**src/design/umrc_pkg.sv**
```systemverilog
/*
  Constants, register map and state types for the serial receive control
  block. Assumes a byte-wide register port and a single 200 MHz clock.
*/

package umrc_pkg;

  // ==========================================================================
  // Register offsets
  localparam logic [7:0] REG_SERIAL_PORT_CONTROL = 8'h98;
  localparam logic [7:0] REG_DATA_BUFFER = 8'h99;
  localparam logic [7:0] REG_AUX_CONTROL = 8'hC0;
  localparam logic [7:0] REG_BAUD_RELOAD = 8'hC1;
  localparam logic [7:0] REG_GIVEN_ADDRESS = 8'hC2;
  localparam logic [7:0] REG_ADDRESS_MASK = 8'hC3;
  localparam logic [7:0] REG_IRQ_STATUS = 8'hC4;
  localparam logic [7:0] REG_IRQ_MASK = 8'hC5;

  // ==========================================================================
  // Field positions
  localparam int BIT_MODE_HIGH = 7;
  localparam int BIT_MODE_LOW = 6;
  localparam int BIT_FILTER_ENABLE = 5;
  localparam int BIT_RECEIVE_ENABLE = 4;
  localparam int BIT_TX_NINTH = 3;
  localparam int BIT_RX_NINTH = 2;
  localparam int BIT_TX_DONE = 1;
  localparam int BIT_RX_DONE = 0;
  localparam int BIT_DOUBLE_RATE = 7;
  localparam int BIT_FRAMING_SELECT = 6;
  localparam int EVT_RX_DONE = 0;
  localparam int EVT_TX_DONE = 1;
  localparam int EVT_FRAMING = 2;
  localparam int EVT_OVERRUN = 3;
  localparam int EVT_COUNT = 4;

  // ==========================================================================
  // Reset values and modes
  localparam logic [7:0] RESET_BYTE = 8'h00;
  localparam logic [1:0] MODE_SHIFT = 2'h0;
  localparam logic [1:0] MODE_UART8 = 2'h1;
  localparam logic [1:0] MODE_UART9_FIXED = 2'h2;
  localparam logic [1:0] MODE_UART9_TIMER = 2'h3;

  // ==========================================================================
  // Timing: sixteen ticks per bit, sampled at the middle tick.
  localparam logic [3:0] TICK_MID = 4'h7;
  localparam logic [3:0] TICK_LAST = 4'hF;
  localparam logic [3:0] BITS_EIGHT = 4'h8;
  localparam logic [3:0] BITS_NINE = 4'h9;
  localparam logic [9:0] FIXED_DIV = 10'h002;

  typedef enum logic [1:0] {
    UMRC_RX_IDLE = 2'b00,
    UMRC_RX_START = 2'b01,
    UMRC_RX_DATA = 2'b10,
    UMRC_RX_STOP = 2'b11
  } umrc_rx_state_t;

  typedef enum logic [1:0] {
    UMRC_TX_IDLE = 2'b00,
    UMRC_TX_START = 2'b01,
    UMRC_TX_DATA = 2'b10,
    UMRC_TX_STOP = 2'b11
  } umrc_tx_state_t;

endpackage

```
**src/design/umrc_pin_sync.sv**
```systemverilog
/*
  Three-flop input synchroniser with agreement filter for the receive pin.
  Assumes the pin is asynchronous to sys_clk.
*/
`timescale 1ns/1ps
`default_nettype none

module umrc_pin_sync
(
  input wire logic sys_clk,
  input wire logic nrst,
  input wire logic pin_in,
  output logic level
);

  logic stage1;
  logic stage2;
  logic stage3;

  // ==========================================================================
  // Synchroniser chain
  // The line idles high, so reset to one to avoid a false start edge.
  always_ff @(posedge sys_clk)
  begin
    if (!nrst)
    begin
      stage1 <= 1'b1;
      stage2 <= 1'b1;
      stage3 <= 1'b1;
    end
    else
    begin
      stage1 <= pin_in;
      stage2 <= stage1;
      stage3 <= stage2;
    end
  end

  // ==========================================================================
  // Agreement filter
  always_ff @(posedge sys_clk)
  begin
    if (!nrst)
      level <= 1'b1;
    else if (stage2 == stage3)
      level <= stage3;
  end

endmodule // umrc_pin_sync

`default_nettype wire

```
**src/design/umrc_top.sv**
```systemverilog
/*
  Serial port receive control with multiprocessor address filtering,
  framing error detection and a minimal transmit path for modes 1 to 3.
  Assumes a byte register port with one-cycle strobes and read data the
  cycle after a read strobe; the serial line is asynchronous.
*/
`timescale 1ns/1ps
`default_nettype none

module umrc_top
(
  input wire logic sys_clk,
  input wire logic nrst,
  input wire logic [7:0] reg_addr,
  input wire logic [7:0] reg_wdata,
  input wire logic reg_wr,
  input wire logic reg_rd,
  output logic [7:0] reg_rdata,
  input wire logic rxd_pin,
  output logic txd,
  output logic serial_irq
);

  logic [1:0] serial_mode;
  logic multiproc_filter_enable;
  logic receive_enable;
  logic transmit_ninth_bit;
  logic received_ninth_bit;
  logic transmit_done_flag;
  logic receive_done_flag;
  logic framing_error_flag;
  logic framing_access_select;
  logic double_rate;
  logic [7:0] baud_reload;
  logic [7:0] given_address;
  logic [7:0] address_mask;
  logic [7:0] rx_data;

  localparam int EVT_COUNT_W = umrc_pkg::EVT_COUNT;

  logic [EVT_COUNT_W-1:0] irq_status;
  logic [EVT_COUNT_W-1:0] irq_mask;

  logic rx_level;
  logic rx_level_prev;
  logic [9:0] div_cnt;
  logic tick;
  umrc_pkg::umrc_rx_state_t rx_state;
  logic [3:0] rx_tick;
  logic [3:0] rx_bits;
  logic [8:0] rx_shift;
  logic rx_frame_done;
  logic rx_stop_bit;
  umrc_pkg::umrc_tx_state_t tx_state;
  logic [3:0] tx_tick;
  logic [3:0] tx_bits;
  logic [8:0] tx_shift;
  logic tx_stop_pulse;

  logic wr_control;
  logic wr_data;
  logic wr_status;
  logic nine_bit_mode;
  logic uart_mode;
  logic [3:0] frame_bits;
  logic [9:0] div_period;
  logic frame_ninth;
  logic addr_match;
  logic frame_accept;
  logic rx_load;
  logic rx_overrun;
  logic framing_evt;
  logic [EVT_COUNT_W-1:0] evt_vec;

  // ==========================================================================
  // Helpers
  function automatic logic addr_hit(input logic [7:0] byte_in,
                                    input logic [7:0] addr,
                                    input logic [7:0] mask);
    logic [7:0] bcast;
    bcast = addr | mask;
    addr_hit = ((byte_in & mask) == (addr & mask)) ||
               ((byte_in & bcast) == bcast);
  endfunction

  umrc_pin_sync umrc_pin_sync_i
  (
    .sys_clk(sys_clk),
    .nrst(nrst),
    .pin_in(rxd_pin),
    .level(rx_level)
  );

  // ==========================================================================
  // Decode
  // mode decoding
  assign nine_bit_mode = serial_mode[1];
  assign uart_mode = (serial_mode != umrc_pkg::MODE_SHIFT);
  assign frame_bits = nine_bit_mode ? umrc_pkg::BITS_NINE
                                    : umrc_pkg::BITS_EIGHT;
  assign wr_control = reg_wr &&
                      (reg_addr == umrc_pkg::REG_SERIAL_PORT_CONTROL);
  assign wr_data = reg_wr && (reg_addr == umrc_pkg::REG_DATA_BUFFER);
  assign wr_status = reg_wr && (reg_addr == umrc_pkg::REG_IRQ_STATUS);

  // ==========================================================================
  // Baud tick, sixteen per bit
  // Fixed mode divides the clock directly; timer modes use the reload value.
  always_comb
  begin
    if (serial_mode == umrc_pkg::MODE_UART9_FIXED)
      div_period = umrc_pkg::FIXED_DIV;
    else
      div_period = 10'(9'h100 - {1'b0, baud_reload}) << 1;
    if (double_rate)
      div_period = div_period >> 1;
  end

  always_ff @(posedge sys_clk)
  begin
    if (!nrst)
    begin
      div_cnt <= 10'h000;
      tick <= 1'b0;
    end
    else if (div_cnt + 10'h001 >= div_period)
    begin
      div_cnt <= 10'h000;
      tick <= 1'b1;
    end
    else
    begin
      div_cnt <= div_cnt + 10'h001;
      tick <= 1'b0;
    end
  end

  // ==========================================================================
  // Receiver
  always_ff @(posedge sys_clk)
  begin
    if (!nrst)
      rx_level_prev <= 1'b1;
    else
      rx_level_prev <= rx_level;
  end

  always_ff @(posedge sys_clk)
  begin
    if (!nrst)
    begin
      rx_state <= umrc_pkg::UMRC_RX_IDLE;
      rx_tick <= 4'h0;
      rx_bits <= 4'h0;
      rx_shift <= 9'h000;
      rx_frame_done <= 1'b0;
      rx_stop_bit <= 1'b0;
    end
    else
    begin
      rx_frame_done <= 1'b0;
      if (!receive_enable || !uart_mode)
        rx_state <= umrc_pkg::UMRC_RX_IDLE;
      else
      begin
        case (rx_state)
          umrc_pkg::UMRC_RX_IDLE:
          begin
            if (rx_level_prev && !rx_level)
            begin
              rx_state <= umrc_pkg::UMRC_RX_START;
              rx_tick <= 4'h0;
            end
          end
          umrc_pkg::UMRC_RX_START:
          begin
            if (tick)
            begin
              rx_tick <= rx_tick + 4'h1;
              if (rx_tick == umrc_pkg::TICK_MID)
              begin
                rx_tick <= 4'h0;
                rx_bits <= 4'h0;
                // A glitch shorter than half a bit is not a start bit.
                if (rx_level)
                  rx_state <= umrc_pkg::UMRC_RX_IDLE;
                else
                  rx_state <= umrc_pkg::UMRC_RX_DATA;
              end
            end
          end
          umrc_pkg::UMRC_RX_DATA:
          begin
            if (tick)
            begin
              rx_tick <= rx_tick + 4'h1;
              if (rx_tick == umrc_pkg::TICK_LAST)
              begin
                // shift in eight or nine bits
                rx_shift <= {rx_level, rx_shift[8:1]};
                rx_bits <= rx_bits + 4'h1;
                if (rx_bits + 4'h1 == frame_bits)
                  rx_state <= umrc_pkg::UMRC_RX_STOP;
              end
            end
          end
          umrc_pkg::UMRC_RX_STOP:
          begin
            if (tick)
            begin
              rx_tick <= rx_tick + 4'h1;
              // stop bit sampled at its middle
              if (rx_tick == umrc_pkg::TICK_LAST)
              begin
                rx_stop_bit <= rx_level;
                rx_frame_done <= 1'b1;
                if (!nine_bit_mode)
                  rx_shift <= {1'b0, rx_shift[8:1]};
                rx_state <= umrc_pkg::UMRC_RX_IDLE;
              end
            end
          end
          default:
            rx_state <= umrc_pkg::UMRC_RX_IDLE;
        endcase
      end
    end
  end

  // ==========================================================================
  // Frame acceptance
  always_comb
  begin
    // ninth bit, or stop bit in mode 1
    frame_ninth = nine_bit_mode ? rx_shift[8] : rx_stop_bit;
    addr_match = addr_hit(rx_shift[7:0], given_address, address_mask);
    if (!multiproc_filter_enable)
      frame_accept = 1'b1;
    // valid stop needed in mode 1
    else if (!nine_bit_mode)
      frame_accept = rx_stop_bit && addr_match;
    else
      frame_accept = rx_shift[8] && addr_match;
    rx_load = rx_frame_done && frame_accept && !receive_done_flag;
    rx_overrun = rx_frame_done && frame_accept && receive_done_flag;
    framing_evt = rx_frame_done && !rx_stop_bit;
  end

  // ==========================================================================
  // Transmitter
  always_ff @(posedge sys_clk)
  begin
    if (!nrst)
    begin
      tx_state <= umrc_pkg::UMRC_TX_IDLE;
      tx_tick <= 4'h0;
      tx_bits <= 4'h0;
      tx_shift <= 9'h000;
      txd <= 1'b1;
      tx_stop_pulse <= 1'b0;
    end
    else
    begin
      tx_stop_pulse <= 1'b0;
      case (tx_state)
        umrc_pkg::UMRC_TX_IDLE:
        begin
          txd <= 1'b1;
          if (wr_data && uart_mode)
          begin
            tx_shift <= {transmit_ninth_bit, reg_wdata};
            tx_tick <= 4'h0;
            tx_bits <= 4'h0;
            txd <= 1'b0;
            tx_state <= umrc_pkg::UMRC_TX_START;
          end
        end
        umrc_pkg::UMRC_TX_START,
        umrc_pkg::UMRC_TX_DATA:
        begin
          if (tick)
          begin
            tx_tick <= tx_tick + 4'h1;
            if (tx_tick == umrc_pkg::TICK_LAST)
            begin
              if (tx_state == umrc_pkg::UMRC_TX_DATA &&
                  tx_bits == frame_bits)
              begin
                txd <= 1'b1;
                // flag at start of stop bit
                tx_stop_pulse <= 1'b1;
                tx_state <= umrc_pkg::UMRC_TX_STOP;
              end
              else
              begin
                txd <= tx_shift[0];
                tx_shift <= {1'b0, tx_shift[8:1]};
                tx_bits <= tx_bits + 4'h1;
                tx_state <= umrc_pkg::UMRC_TX_DATA;
              end
            end
          end
        end
        umrc_pkg::UMRC_TX_STOP:
        begin
          if (tick)
          begin
            tx_tick <= tx_tick + 4'h1;
            if (tx_tick == umrc_pkg::TICK_LAST)
              tx_state <= umrc_pkg::UMRC_TX_IDLE;
          end
        end
        default:
          tx_state <= umrc_pkg::UMRC_TX_IDLE;
      endcase
    end
  end

  // ==========================================================================
  // Control register
  // field layout
  always_ff @(posedge sys_clk)
  begin
    if (!nrst)
    begin
      serial_mode <= 2'h0;
      multiproc_filter_enable <= 1'b0;
      receive_enable <= 1'b0;
      transmit_ninth_bit <= 1'b0;
    end
    else if (wr_control)
    begin
      // bit 7 is mode only when select is zero
      if (!framing_access_select)
        serial_mode[1] <= reg_wdata[umrc_pkg::BIT_MODE_HIGH];
      serial_mode[0] <= reg_wdata[umrc_pkg::BIT_MODE_LOW];
      multiproc_filter_enable <= reg_wdata[umrc_pkg::BIT_FILTER_ENABLE];
      receive_enable <= reg_wdata[umrc_pkg::BIT_RECEIVE_ENABLE];
      transmit_ninth_bit <= reg_wdata[umrc_pkg::BIT_TX_NINTH];
    end
  end

  // Hardware events win over a same-cycle software write.
  always_ff @(posedge sys_clk)
  begin
    if (!nrst)
    begin
      received_ninth_bit <= 1'b0;
      receive_done_flag <= 1'b0;
      transmit_done_flag <= 1'b0;
      rx_data <= umrc_pkg::RESET_BYTE;
    end
    else
    begin
      if (rx_load)
      begin
        received_ninth_bit <= frame_ninth;
        rx_data <= rx_shift[7:0];
        receive_done_flag <= 1'b1;
      end
      else if (wr_control)
      begin
        received_ninth_bit <= reg_wdata[umrc_pkg::BIT_RX_NINTH];
        receive_done_flag <= reg_wdata[umrc_pkg::BIT_RX_DONE];
      end
      if (tx_stop_pulse)
        transmit_done_flag <= 1'b1;
      else if (wr_control)
        transmit_done_flag <= reg_wdata[umrc_pkg::BIT_TX_DONE];
    end
  end

  always_ff @(posedge sys_clk)
  begin
    if (!nrst)
      framing_error_flag <= 1'b0;
    else if (framing_evt)
      framing_error_flag <= 1'b1;
    else if (wr_control && framing_access_select)
      framing_error_flag <= reg_wdata[umrc_pkg::BIT_MODE_HIGH];
  end

  // ==========================================================================
  // Own configuration registers
  always_ff @(posedge sys_clk)
  begin
    if (!nrst)
    begin
      framing_access_select <= 1'b0;
      double_rate <= 1'b0;
      baud_reload <= umrc_pkg::RESET_BYTE;
      given_address <= umrc_pkg::RESET_BYTE;
      address_mask <= umrc_pkg::RESET_BYTE;
      irq_mask <= '0;
    end
    else if (reg_wr)
    begin
      case (reg_addr)
        umrc_pkg::REG_AUX_CONTROL:
        begin
          double_rate <= reg_wdata[umrc_pkg::BIT_DOUBLE_RATE];
          framing_access_select <= reg_wdata[umrc_pkg::BIT_FRAMING_SELECT];
        end
        umrc_pkg::REG_BAUD_RELOAD:
          baud_reload <= reg_wdata;
        umrc_pkg::REG_GIVEN_ADDRESS:
          given_address <= reg_wdata;
        umrc_pkg::REG_ADDRESS_MASK:
          address_mask <= reg_wdata;
        umrc_pkg::REG_IRQ_MASK:
          irq_mask <= reg_wdata[EVT_COUNT_W-1:0];
        default:
          ;
      endcase
    end
  end

  // ==========================================================================
  // Interrupt status, write one to clear, set wins
  always_comb
  begin
    evt_vec = '0;
    evt_vec[umrc_pkg::EVT_RX_DONE] = rx_load;
    evt_vec[umrc_pkg::EVT_TX_DONE] = tx_stop_pulse;
    evt_vec[umrc_pkg::EVT_FRAMING] = framing_evt;
    evt_vec[umrc_pkg::EVT_OVERRUN] = rx_overrun;
  end

  always_ff @(posedge sys_clk)
  begin
    if (!nrst)
      irq_status <= '0;
    else if (wr_status)
      irq_status <= (irq_status & ~reg_wdata[EVT_COUNT_W-1:0]) | evt_vec;
    else
      irq_status <= irq_status | evt_vec;
  end

  always_ff @(posedge sys_clk)
  begin
    if (!nrst)
      serial_irq <= 1'b0;
    else
      serial_irq <= |(irq_status & irq_mask);
  end

  // ==========================================================================
  // Read port
  always_ff @(posedge sys_clk)
  begin
    if (!nrst)
      reg_rdata <= umrc_pkg::RESET_BYTE;
    else if (reg_rd)
    begin
      case (reg_addr)
        umrc_pkg::REG_SERIAL_PORT_CONTROL:
          // bit 7 view chosen by select
          reg_rdata <= {framing_access_select ? framing_error_flag
                                              : serial_mode[1],
                        serial_mode[0], multiproc_filter_enable,
                        receive_enable, transmit_ninth_bit,
                        received_ninth_bit, transmit_done_flag,
                        receive_done_flag};
        umrc_pkg::REG_DATA_BUFFER:
          reg_rdata <= rx_data;
        umrc_pkg::REG_AUX_CONTROL:
          reg_rdata <= {double_rate, framing_access_select, 6'h00};
        umrc_pkg::REG_BAUD_RELOAD:
          reg_rdata <= baud_reload;
        umrc_pkg::REG_GIVEN_ADDRESS:
          reg_rdata <= given_address;
        umrc_pkg::REG_ADDRESS_MASK:
          reg_rdata <= address_mask;
        umrc_pkg::REG_IRQ_STATUS:
          reg_rdata <= {4'h0, irq_status};
        umrc_pkg::REG_IRQ_MASK:
          reg_rdata <= {4'h0, irq_mask};
        default:
          reg_rdata <= umrc_pkg::RESET_BYTE;
      endcase
    end
    else
      reg_rdata <= umrc_pkg::RESET_BYTE;
  end

endmodule // umrc_top

`default_nettype wire

```
**config.mk**
```make
export PLATFORM = sky130hd
export DESIGN_NAME = umrc_top
export DESIGN_NICKNAME = d
export VERILOG_FILES = /design/src/design/umrc_pkg.sv /design/src/design/umrc_pin_sync.sv /design/src/design/umrc_top.sv
export SDC_FILE = /design/constraint.sdc
export NUM_CORES = 1
export LEC_CHECK = 0
export BUFFER_PORTS_ARGS = -buffer_cell sky130_fd_sc_hd__buf_2
export CAP_MARGIN = 20
export CORE_MARGIN = 2
export CORE_UTILIZATION = 44
export CTS_CLUSTER_DIAMETER = 100
export DETAILED_ROUTE_END_ITERATION = 16
export GPL_ROUTABILITY_DRIVEN = 0
export GPL_TIMING_DRIVEN = 1
export PLACE_DENSITY = 0.58
export SYNTH_ARGS = -nofsm -noshare
export SYNTH_HDL_FRONTEND = slang
export SYNTH_HIERARCHICAL = 1
export SYNTH_SLANG_ARGS = --single-unit
```
**constraint.sdc**
```tcl
create_clock -name sys_clk -period 3.4 [get_ports sys_clk]
set_input_delay 0.51 -clock sys_clk [delete_from_list [all_inputs] [get_ports sys_clk]]
set_output_delay 0.51 -clock sys_clk [all_outputs]
set_load 0.02 [all_outputs]
```
Word level (Yosys, flattened, before mapping)
Cells that the tools add are included.
- register bits after elaboration: 118
- input port bits: 21
- mux-type cells: 70
- bitwise gates (word level): 14
- reductions and logical operators: 53
- eq/ne operators: 40
- order comparisons: 1
- add/sub/neg operators: 6
- operators by type and width (cell ; number):
    two-way mux 9 bit ; 9
    == test 8 bit, second input constant ; 8
    one-hot mux 8 bit (8 select lines) ; 1
    two-way mux 4 bit ; 14
    one-hot mux 9 bit (2 select lines) ; 2
    inequality test 2 bit, second input constant ; 15
    two-way mux 2 bit ; 14
    bitwise AND 8 bit ; 3
    one-hot mux 4 bit (2 select lines) ; 3
    two-way mux 1 bit ; 21
    two-way mux 10 bit ; 2
    adder 4 x 1 -> 4 bit, second input constant ; 4
    == test 8 bit ; 2
    AND reduction 2 bit ; 8
    nonzero test 2 bit ; 7
    logical AND 1 bit ; 13
    one-hot mux 4 bit (3 select lines) ; 1
    AND reduction 4 bit ; 3
    adder 10 x 1 -> 10 bit, second input constant ; 1
    == test 2 bit, second input constant ; 5
    greater-or-equal comparator 10 bit ; 1
    AND reduction 5 bit ; 2
    subtractor 9 x 8 -> 9 bit, first input constant ; 1
    bitwise AND 4 bit ; 2
    other kinds (23) ; 42

Depth between registers and ports, before layout
Gate-level depths: netlist (run 1).
- depth after elaboration: 11
- mapped depth: 15
- gate-level depth less buffers: 15

Hierarchy
The synthesis (run 1) kept the hierarchy.
- modules (own cells, without submodules) (module ; area each (µm²) ; cells an instance ; times used):
    umrc_top ; 6104.6 ; 675 ; 1
    umrc_pin_sync ; 112.6 ; 10 ; 1

Worst setup path after synthesis (run 1)
No wires, ideal clock.
- kind: reg2reg
- start: reg baud_reload[0]
- end: reg div_cnt[2]
- setup slack: 0.977 ns
- setup time: 0.140 ns
- arrival: 2.283 ns
- required time: 3.260 ns
- cell stages (with the launch flop): 15
- clock period less this slack: 2.423 ns
- cell sequence: dfxtp_1 inv_1 ha_1 nand2b_1 nor4_1 xnor2_1 nand2_1 nor2_1 a31oi_1 ha_1 nand4_1 nor2_1 inv_1 o211ai_1 nor2b_1
- cells in the longest elaborated chain, start to end: 5
- ends and longest elaborated chain (item ; line ; text):
    start, declared ; umrc_top.sv:34 ; logic [7:0] baud_reload;
    start signal, assigned ; umrc_top.sv:391 ; baud_reload <= umrc_pkg::RESET_BYTE;
    start signal, assigned ; umrc_top.sv:405 ; baud_reload <= reg_wdata;
    subtractor 9 x 8 -> 9 bit ; umrc_top.sv:114 ; div_period = 10'(9'h100 - {1'b0, baud_reload}) << 1;
    two-way mux 10 bit ; umrc_top.sv:111 ; if (serial_mode == umrc_pkg::MODE_UART9_FIXED)
    two-way mux 10 bit ; umrc_top.sv:115 ; if (double_rate)
    greater-or-equal comparator 10 bit ; umrc_top.sv:126 ; else if (div_cnt + 10'h001 >= div_period)
    OR reduction 2 bit (no line) ; n/a ;
    end signal, assigned ; umrc_top.sv:133 ; div_cnt <= div_cnt + 10'h001;
    end, declared ; umrc_top.sv:46 ; logic [9:0] div_cnt;
Every way passes these cells.
A chain may end at the register's enable or synchronous reset.

Final worst setup path (run 1)
- start: reg baud_reload[0]
- end: reg div_cnt[3]
Same word-level chain as after synthesis.

==> out/qor.yml, run 1 <==
clocking:
  root_buffer: "clkbuf_16"
  cts_tree: "done"
  clock_sinks: 118
  cts_max_level: 4
  numCtsBuffers: 17
  ctsHoldBuffers: 0
  post_cts_buffers: 0
  clock_latency_ns: 0.41
  cts_repair_resize_count: 0
  clock_path_buffers: 2
  path_clk_slew_ns: 0.05
sta:
  post-route-period-util_pct: 81.2
  rsz0062_at_grt: "no"
  clock.fmax_ghz: 0.362
  tightest_slew_ns: 0.825
  relSlewSlack_pct: 44.4
  maxSlewViolCount: 0
  layout_setup_ws_ns: 0.638
  skew_ns: 0.0122
  post-route-min-period_ns: 2.76
  setup_viol: 0
  hold_ws_ns: 0.282
  hold_viol: 0
  tns_ns: 0
floorplanning:
  initial_core_util_pct: 45.0
  fp.dieW_um: 123
  die_area_um2: 15100
  fp-row-count: 43
  ioPinCount: 31
  die_height_um: 123
  coreArea_um2: 13800
synth:
  ys_top_cells_by_area: "dfxtp_1, mux2i_1, nor2b_1"
  async_flop_share_pct: 0
  synth-edff-count: 0
  synth_seq_cells: 118
  yosysTopAreaCell: "dfxtp_1"
  syn_area_um2: 6220
  synthDominantCellAreaShare_pct: 38.0
  synth-main-ff-cell: "dfxtp_1"
  synth_compound_area_share_pct: 14.1
  synthSimpleGateAreaFrac_pct: 21.7
  synth_cell_type_count: 65
  yosys.area_share.adder_pct: 4.83
  synth_top_family_by_area: "simple AND/OR/NAND/NOR gates"
  avgSynthCellArea_um2: 9.08
  muxShareOfSynthArea_pct: 14.0
  synth_xor_area_share_pct: 4.09
  yosysSeqAreaShare_pct: 38.0
  synth_warnings: 6
  synth_cells: 685
  synth_fp_nets: 730
detailed_routing:
  detail-route-antenna-nets: 0
  route.vias.total: 4861
  drtPass1Iterations: 4
  routed_via_density: 5.40
  post_drt_wl_per_cell_um: 16.0
  drcViolationCount: 0
  drtIter0Drc: 313
  drt_wl_total_mm: 14.4
cells_and_area:
  diodes: 0
  fill_cells: 1279
  layout.nets: 752
  design_area_um2: 7110
  layout_commonest_cell: "dfxtp_1"
  layout_common_cells: "dfxtp_1, mux2i_1, nor2b_1, nand2_1, nor2_1"
  area_growth_pct: 14.3
  drive_above_1_share_pct: 12.4
placement:
  dp_hpwl_mm: 10.6
  io_buffers: 30
  dp_slack_ns: 0.595
  post_dp_cell_area_um2: 6500
power:
  power_mw: 3.41
  power_density_nw_per_um2: 480
  p_leak_nw: 2.96
  peakVddDrop_uv: 368
grt:
  grt_max_degree: 86
  overflow: 0
  grt_util_all_layers_pct: 20.6
  antenna_found_initial: 0
  grt_pass1_vias: 4812
  grt_pass1_wl_mm: 23.7
critical_path:
  path_max_fanout: 10
  cp-start-kind: "flip-flop"
  cp.arrival_ns: 3.02
  endpoint_kind: "flip-flop"
  cp_data_required_time_ns: 3.66
  path_class: "flip-flop to flip-flop"
flow_run:
  cap_violations: 0
min_path:
  hold_class: "input pin to flip-flop"
outcome:
  status: "complete, no violations"
==> where the power goes <==
| group | switching [mW] | total, mW | internal [mW] |
|---|---|---|---|
| Combinational | 0.115 | 0.197 | 0.0814 |
| Clock | 0.636 | 1.79 | 1.15 |
| Sequential | 0.0164 | 1.42 | 1.41 |
==> cells by family after synthesis <==
| kind of cell | after synthesis |
|---|---|
| and+or+nand+nor | 261 |
| AOI/OAI and AO/OA | 120 |
| DFF | 118 |
| muxes | 84 |
| buffers and inverters | 49 |
| xor gates and xnor gates | 29 |
| adders and majority gates | 24 |
==> metrics by stage <==
stage	util (%)	std cells
floorplan	-	685
global placement	47.0	868
detailed placement	47.0	868
CTS	51.4	900
global route	51.4	900
finish	51.4	900
==> final timing paths <==
kind	to	startpoint	depth (start not counted)	slack (ns)
max	div_cnt[3]	baud_reload[0]	14	0.64
min reg2reg	umrc_pin_sync_i/stage2	umrc_pin_sync_i/stage1	1	0.42
min	umrc_pin_sync_i/stage1	rxd_pin	2	0.28
max reg2reg	div_cnt[3]	baud_reload[0]	14	0.64
==> flip-flops by register name (all words and copies together), names as in the netlist, 8 cells and up, named ones only <==
| name | flops |
|---|---|
| address_mask | 8 |
| rx_data | 8 |
| rx_shift | 9 |
| tx_shift | 9 |
| div_cnt | 10 |
| given_address | 8 |
| baud_reload | 8 |
| reg_rdata | 8 |
==> cell usage after synthesis, types with 2 or more instances <==
library cell and n:
nor3b_1 3, o21ai_0 19, nand3_1 13, buf_2 7, a31oi_1 5, nor2_1 54
a22oi_1 11, o2bb2ai_1 2, a21boi_0 9, a211oi_1 3, o211a_1 9, a21oi_1 17
and3_1 7, a221oi_1 2, mux2_2 13, nor2b_1 68, inv_1 17, dfxtp_1 118
a21o_1 3, o31ai_1 2, mux2i_1 70, o21bai_1 4, ha_1 24, o22ai_1 3
o21a_1 5, xor2_1 21, xnor2_1 8, buf_4 3, nor4_1 2, clkbuf_1 22
a22o_1 4, a222oi_1 4, o211ai_1 4, nor3_1 6, nand2b_1 16, and2_1 9
nand2_1 65, nand4_1 6
==> routing by layer <==
layer	vias up	track usage (%)	routed length, um
met5	-	0	0
met1	2327	25.1	6570
met4	0	7.40	136
met2	75	34.7	7080
li1	2451	-	-
met3	8	5.67	594
==> worst max-delay path, cell delays in order (launching register included) <==
cell	delay, ns
dfxtp_1	0.35
inv_1	0.07
ha_1	0.18
nand2b_1	0.12
nor4_1	0.25
xnor2_1	0.16
nand2_1	0.08
nor2_1	0.10
a31oi_1	0.05
ha_1	0.32
nand4_1	0.10
nor2_1	0.10
inv_1	0.05
o211ai_1	0.57
nor2b_1	0.12
==> cell type report <==
| type | count | area, um^2 | share of cell area (%) |
|---|---|---|---|
| clock buffer | 21 | 480 | 6.76 |
| clock inverter | 11 | 123 | 1.73 |
| inverter | 17 | 63.8 | 0.898 |
| multi-input combinational | 518 | 3650 | 51.4 |
| sequential | 118 | 2360 | 33.2 |
| tap | 180 | 225 | 3.17 |
| timing repair buffer | 35 | 200 | 2.82 |
No activity file was read; power rests on OpenSTA's default activity.
==> run 2: changes to the inputs <==
--- a/config.mk
+++ b/config.mk
@@ -13,7 +13,7 @@
 export DETAILED_ROUTE_END_ITERATION = 16
 export GPL_ROUTABILITY_DRIVEN = 0
 export GPL_TIMING_DRIVEN = 1
-export PLACE_DENSITY = 0.58
+export PLACE_DENSITY = 0.61
 export SYNTH_ARGS = -nofsm -noshare
 export SYNTH_HDL_FRONTEND = slang
 export SYNTH_HIERARCHICAL = 1
==> constraint.sdc (replaced) <==
create_clock -name sys_clk -period 2.4 [get_ports sys_clk]
set_input_delay 0.36 -clock sys_clk [delete_from_list [all_inputs] [get_ports sys_clk]]
set_output_delay 0.36 -clock sys_clk [all_outputs]
set_load 0.02 [all_outputs]
==> run 2 against run 1 <==
  * The flow now finishes with violations (setup timing)
  * Worst setup slack worse by 0.75 ns
  * Total power up 54%
  * Non-clock buffer count up 35
  * Via count up 3.7%
  * First-iteration DRC count down 2.2%
  * Clock-buffer cell count down 1
  * Utilization up 3.0 points
  * Sequential share of layout area down 1.8 points
  * Critical path type unchanged
  * Critical endpoint is now div_cnt[4]
  * Highest routed layer is now met5
==> out/qor.yml, run 2 (synthesis results as in run 1) <==
cells_and_area:
  layout_commonest_cell: "dfxtp_1"
  drive_above_1_share_pct: 18.1  # +5.8 points
  diodes: 0  # unchanged
  design_area_um2: 7530  # +5.9%
  post-route-util_pct: 54.4  # +3.0 points
  fill_cells: 1228  # -4.0%
  area_growth_pct: 21.1
  regArea_um2: 2360  # +0.11%
  multi_input_area_um2: 3710  # +1.7%
  reg_top3: "div_cnt (10), rx_shift (9), tx_shift (9)"
  largest_register_ffs: 10  # unchanged
  layout.nets: 787  # +4.7%
  top_register: "div_cnt"
  layout_common_cells: "dfxtp_1, mux2i_1, nor2b_1, nand2_1, nor2_1"
min_path:
  holdPathStages: 2  # unchanged
  min_from: "rxd_pin"
  hold_class: "input pin to flip-flop"
  hold_end: "umrc_pin_sync_i/stage1"
detailed_routing:
  top_layer: "met5"
  wl_met3_um: 519  # -13%
  routed_via_density: 5.39  # -0.18%
  drtIter0Drc: 306  # -2.2%
  drt_wl_total_mm: 15.6  # +8.6%
  drcViolationCount: 0  # unchanged
  met1_length_mm: 7.16  # +9.0%
  route.vias.total: 5041  # +3.7%
  detail-route-antenna-nets: 0  # unchanged
  met2_length_mm: 7.65  # +8.1%
  post_drt_wl_per_cell_um: 16.7  # +4.5%
  drtPass1Iterations: 5  # +1
floorplanning:
  ioPinCount: 31  # unchanged
  fp-row-count: 43  # unchanged
  coreArea_um2: 13800  # unchanged
  die_area_um2: 15100  # unchanged
  fp.dieW_um: 123  # unchanged
  initial_core_util_pct: 45.0  # unchanged
  die_height_um: 123  # unchanged
power:
  power_density_nw_per_um2: 698  # +46%
  peakVddDrop_uv: 604  # +64%
  p_leak_nw: 3.19  # +8.0%
clocking:
  clock_sinks: 118  # unchanged
  path_clk_slew_ns: 0.05  # about the same
  root_buffer: "clkbuf_16"
  clock_path_buffers: 2  # unchanged
  ctsHoldBuffers: 0  # unchanged
  cts_max_level: 4  # unchanged
  cts_tree: "done"
  clock_latency_ns: 0.42  # about the same
  numCtsBuffers: 17  # unchanged
placement:
  dp_hpwl_mm: 11.2  # +5.7%
  dp_slack_ns: -0.105  # -0.700 ns
  post_dp_cell_area_um2: 6750  # +3.8%
  io_buffers: 30  # unchanged
grt:
  overflow: 0  # unchanged
  grt_pass1_vias: 5083  # +5.6%
  grt_util_all_layers_pct: 22.1  # +1.5 points
  antenna_found_initial: 1  # +1
  grt_max_degree: 39  # -55%
  grt_pass1_wl_mm: 25.4  # +7.0%
critical_path:
  r2r_cells: 16  # +2
  r2r_end: "div_cnt[4]"
  cp-start-kind: "flip-flop"
  cp.arrival_ns: 2.86  # -0.16 ns
  cp_data_required_time_ns: 2.75  # -0.91 ns
  path_class: "flip-flop to flip-flop"
  endpoint_kind: "flip-flop"
  path_max_fanout: 5  # -5
  regToRegSetupSlack_ns: -0.11  # -0.75 ns
  r2r-start: "baud_reload[0]"
sta:
  relSlewSlack_pct: 54.3  # +9.8 points
  post-route-period-util_pct: 105  # +24 points
  rsz0062_at_grt: "yes"
  hold_viol: 0  # unchanged
  tightest_slew_ns: 0.683  # -0.142 ns
  clock.fmax_ghz: 0.398  # +9.9%
  layout_setup_ws_ns: -0.114  # -0.752 ns
  post-route-min-period_ns: 2.51  # -0.248 ns
  skew_ns: 0.00849  # -0.00376 ns
  setup_viol: 10  # +10
  hold_ws_ns: 0.147  # -0.135 ns
  maxSlewViolCount: 0  # unchanged
outcome:
  status: "finished with violations"
  failed_checks: "setup timing"
flow_run:
  cap_violations: 0  # unchanged
[run 2: changes by cell type in the layout (fill, tap and decap cells not counted), moves of 2 or more]
cell       delta
buf_4        +33
bufinv_16     +4
dfxtp_1       -2
dfxtp_2       +2
inv_1         -2
inv_2         +2
nor4_1        -2
[run 2: how the worst max path moves through the flow]
stage / start / end / depth (start not counted)
after floorplan: baud_reload[3] / div_cnt[2] / 12
after global placement: baud_reload[0] / div_cnt[8] / 16
after detailed placement: baud_reload[0] / div_cnt[8] / 16
after CTS: baud_reload[0] / div_cnt[8] / 16
after global routing: baud_reload[0] / div_cnt[5] / 16
final: baud_reload[0] / div_cnt[4] / 16
[run 2: metrics by stage]
| stage | cells | power, mW | setup TNS (ns) |
|---|---|---|---|
| after floorplan | 685 | 2.25 | 0 |
| after global placement | 898 | 2.35 | 0 |
| after detailed placement | 898 | 2.36 | -0.846 |
| after CTS | 934 | 5.29 | -0.187 |
| after global routing | 935 | 5.42 | -2.75 |
| final | 935 | 5.26 | -0.952 |
[run 2: final cells by class]
type	count	share of cell area, %
tap	180	2.99
sequential	118	31.4
clock inverter	12	2.94
clock buffer	20	6.20
multi-input combinational	518	49.3
timing repair buffer	70	6.28
inverter	17	0.848
[run 2: routing by layer]
metal	vias up	global-route usage (%)
met1	2436	26.9
met4	2	8.05
met2	71	37.6
met3	21	5.62
met5	-	0
li1	2511	-
[run 2: power by group]
part | internal [mW] | switching (mW)
Combinational | 0.134 | 0.174
Clock | 2.03 | 0.904
Sequential | 1.99 | 0.0234
Total | 4.15 | 1.10
[run 2: critical path: stages (launching register included)]
cell	delay, ns
dfxtp_2	0.32
inv_2	0.06
ha_4	0.15
nand2b_4	0.07
nor4_4	0.15
xnor2_1	0.16
nand2_1	0.11
nor2_1	0.12
a31oi_1	0.05
ha_1	0.30
a21o_1	0.21
a21oi_2	0.13
nor2b_1	0.06
nor2_1	0.08
o211ai_1	0.13
buf_4	0.22
nor2b_1	0.11
[run 2: repair_timing]
item / CTS / global route
gates cloned: 1 / 0
endpoints found under the setup margin: 11 / 12
buffers inserted: 3 / 1
pin swaps: 3 / 0
resized for setup: 12 / 2
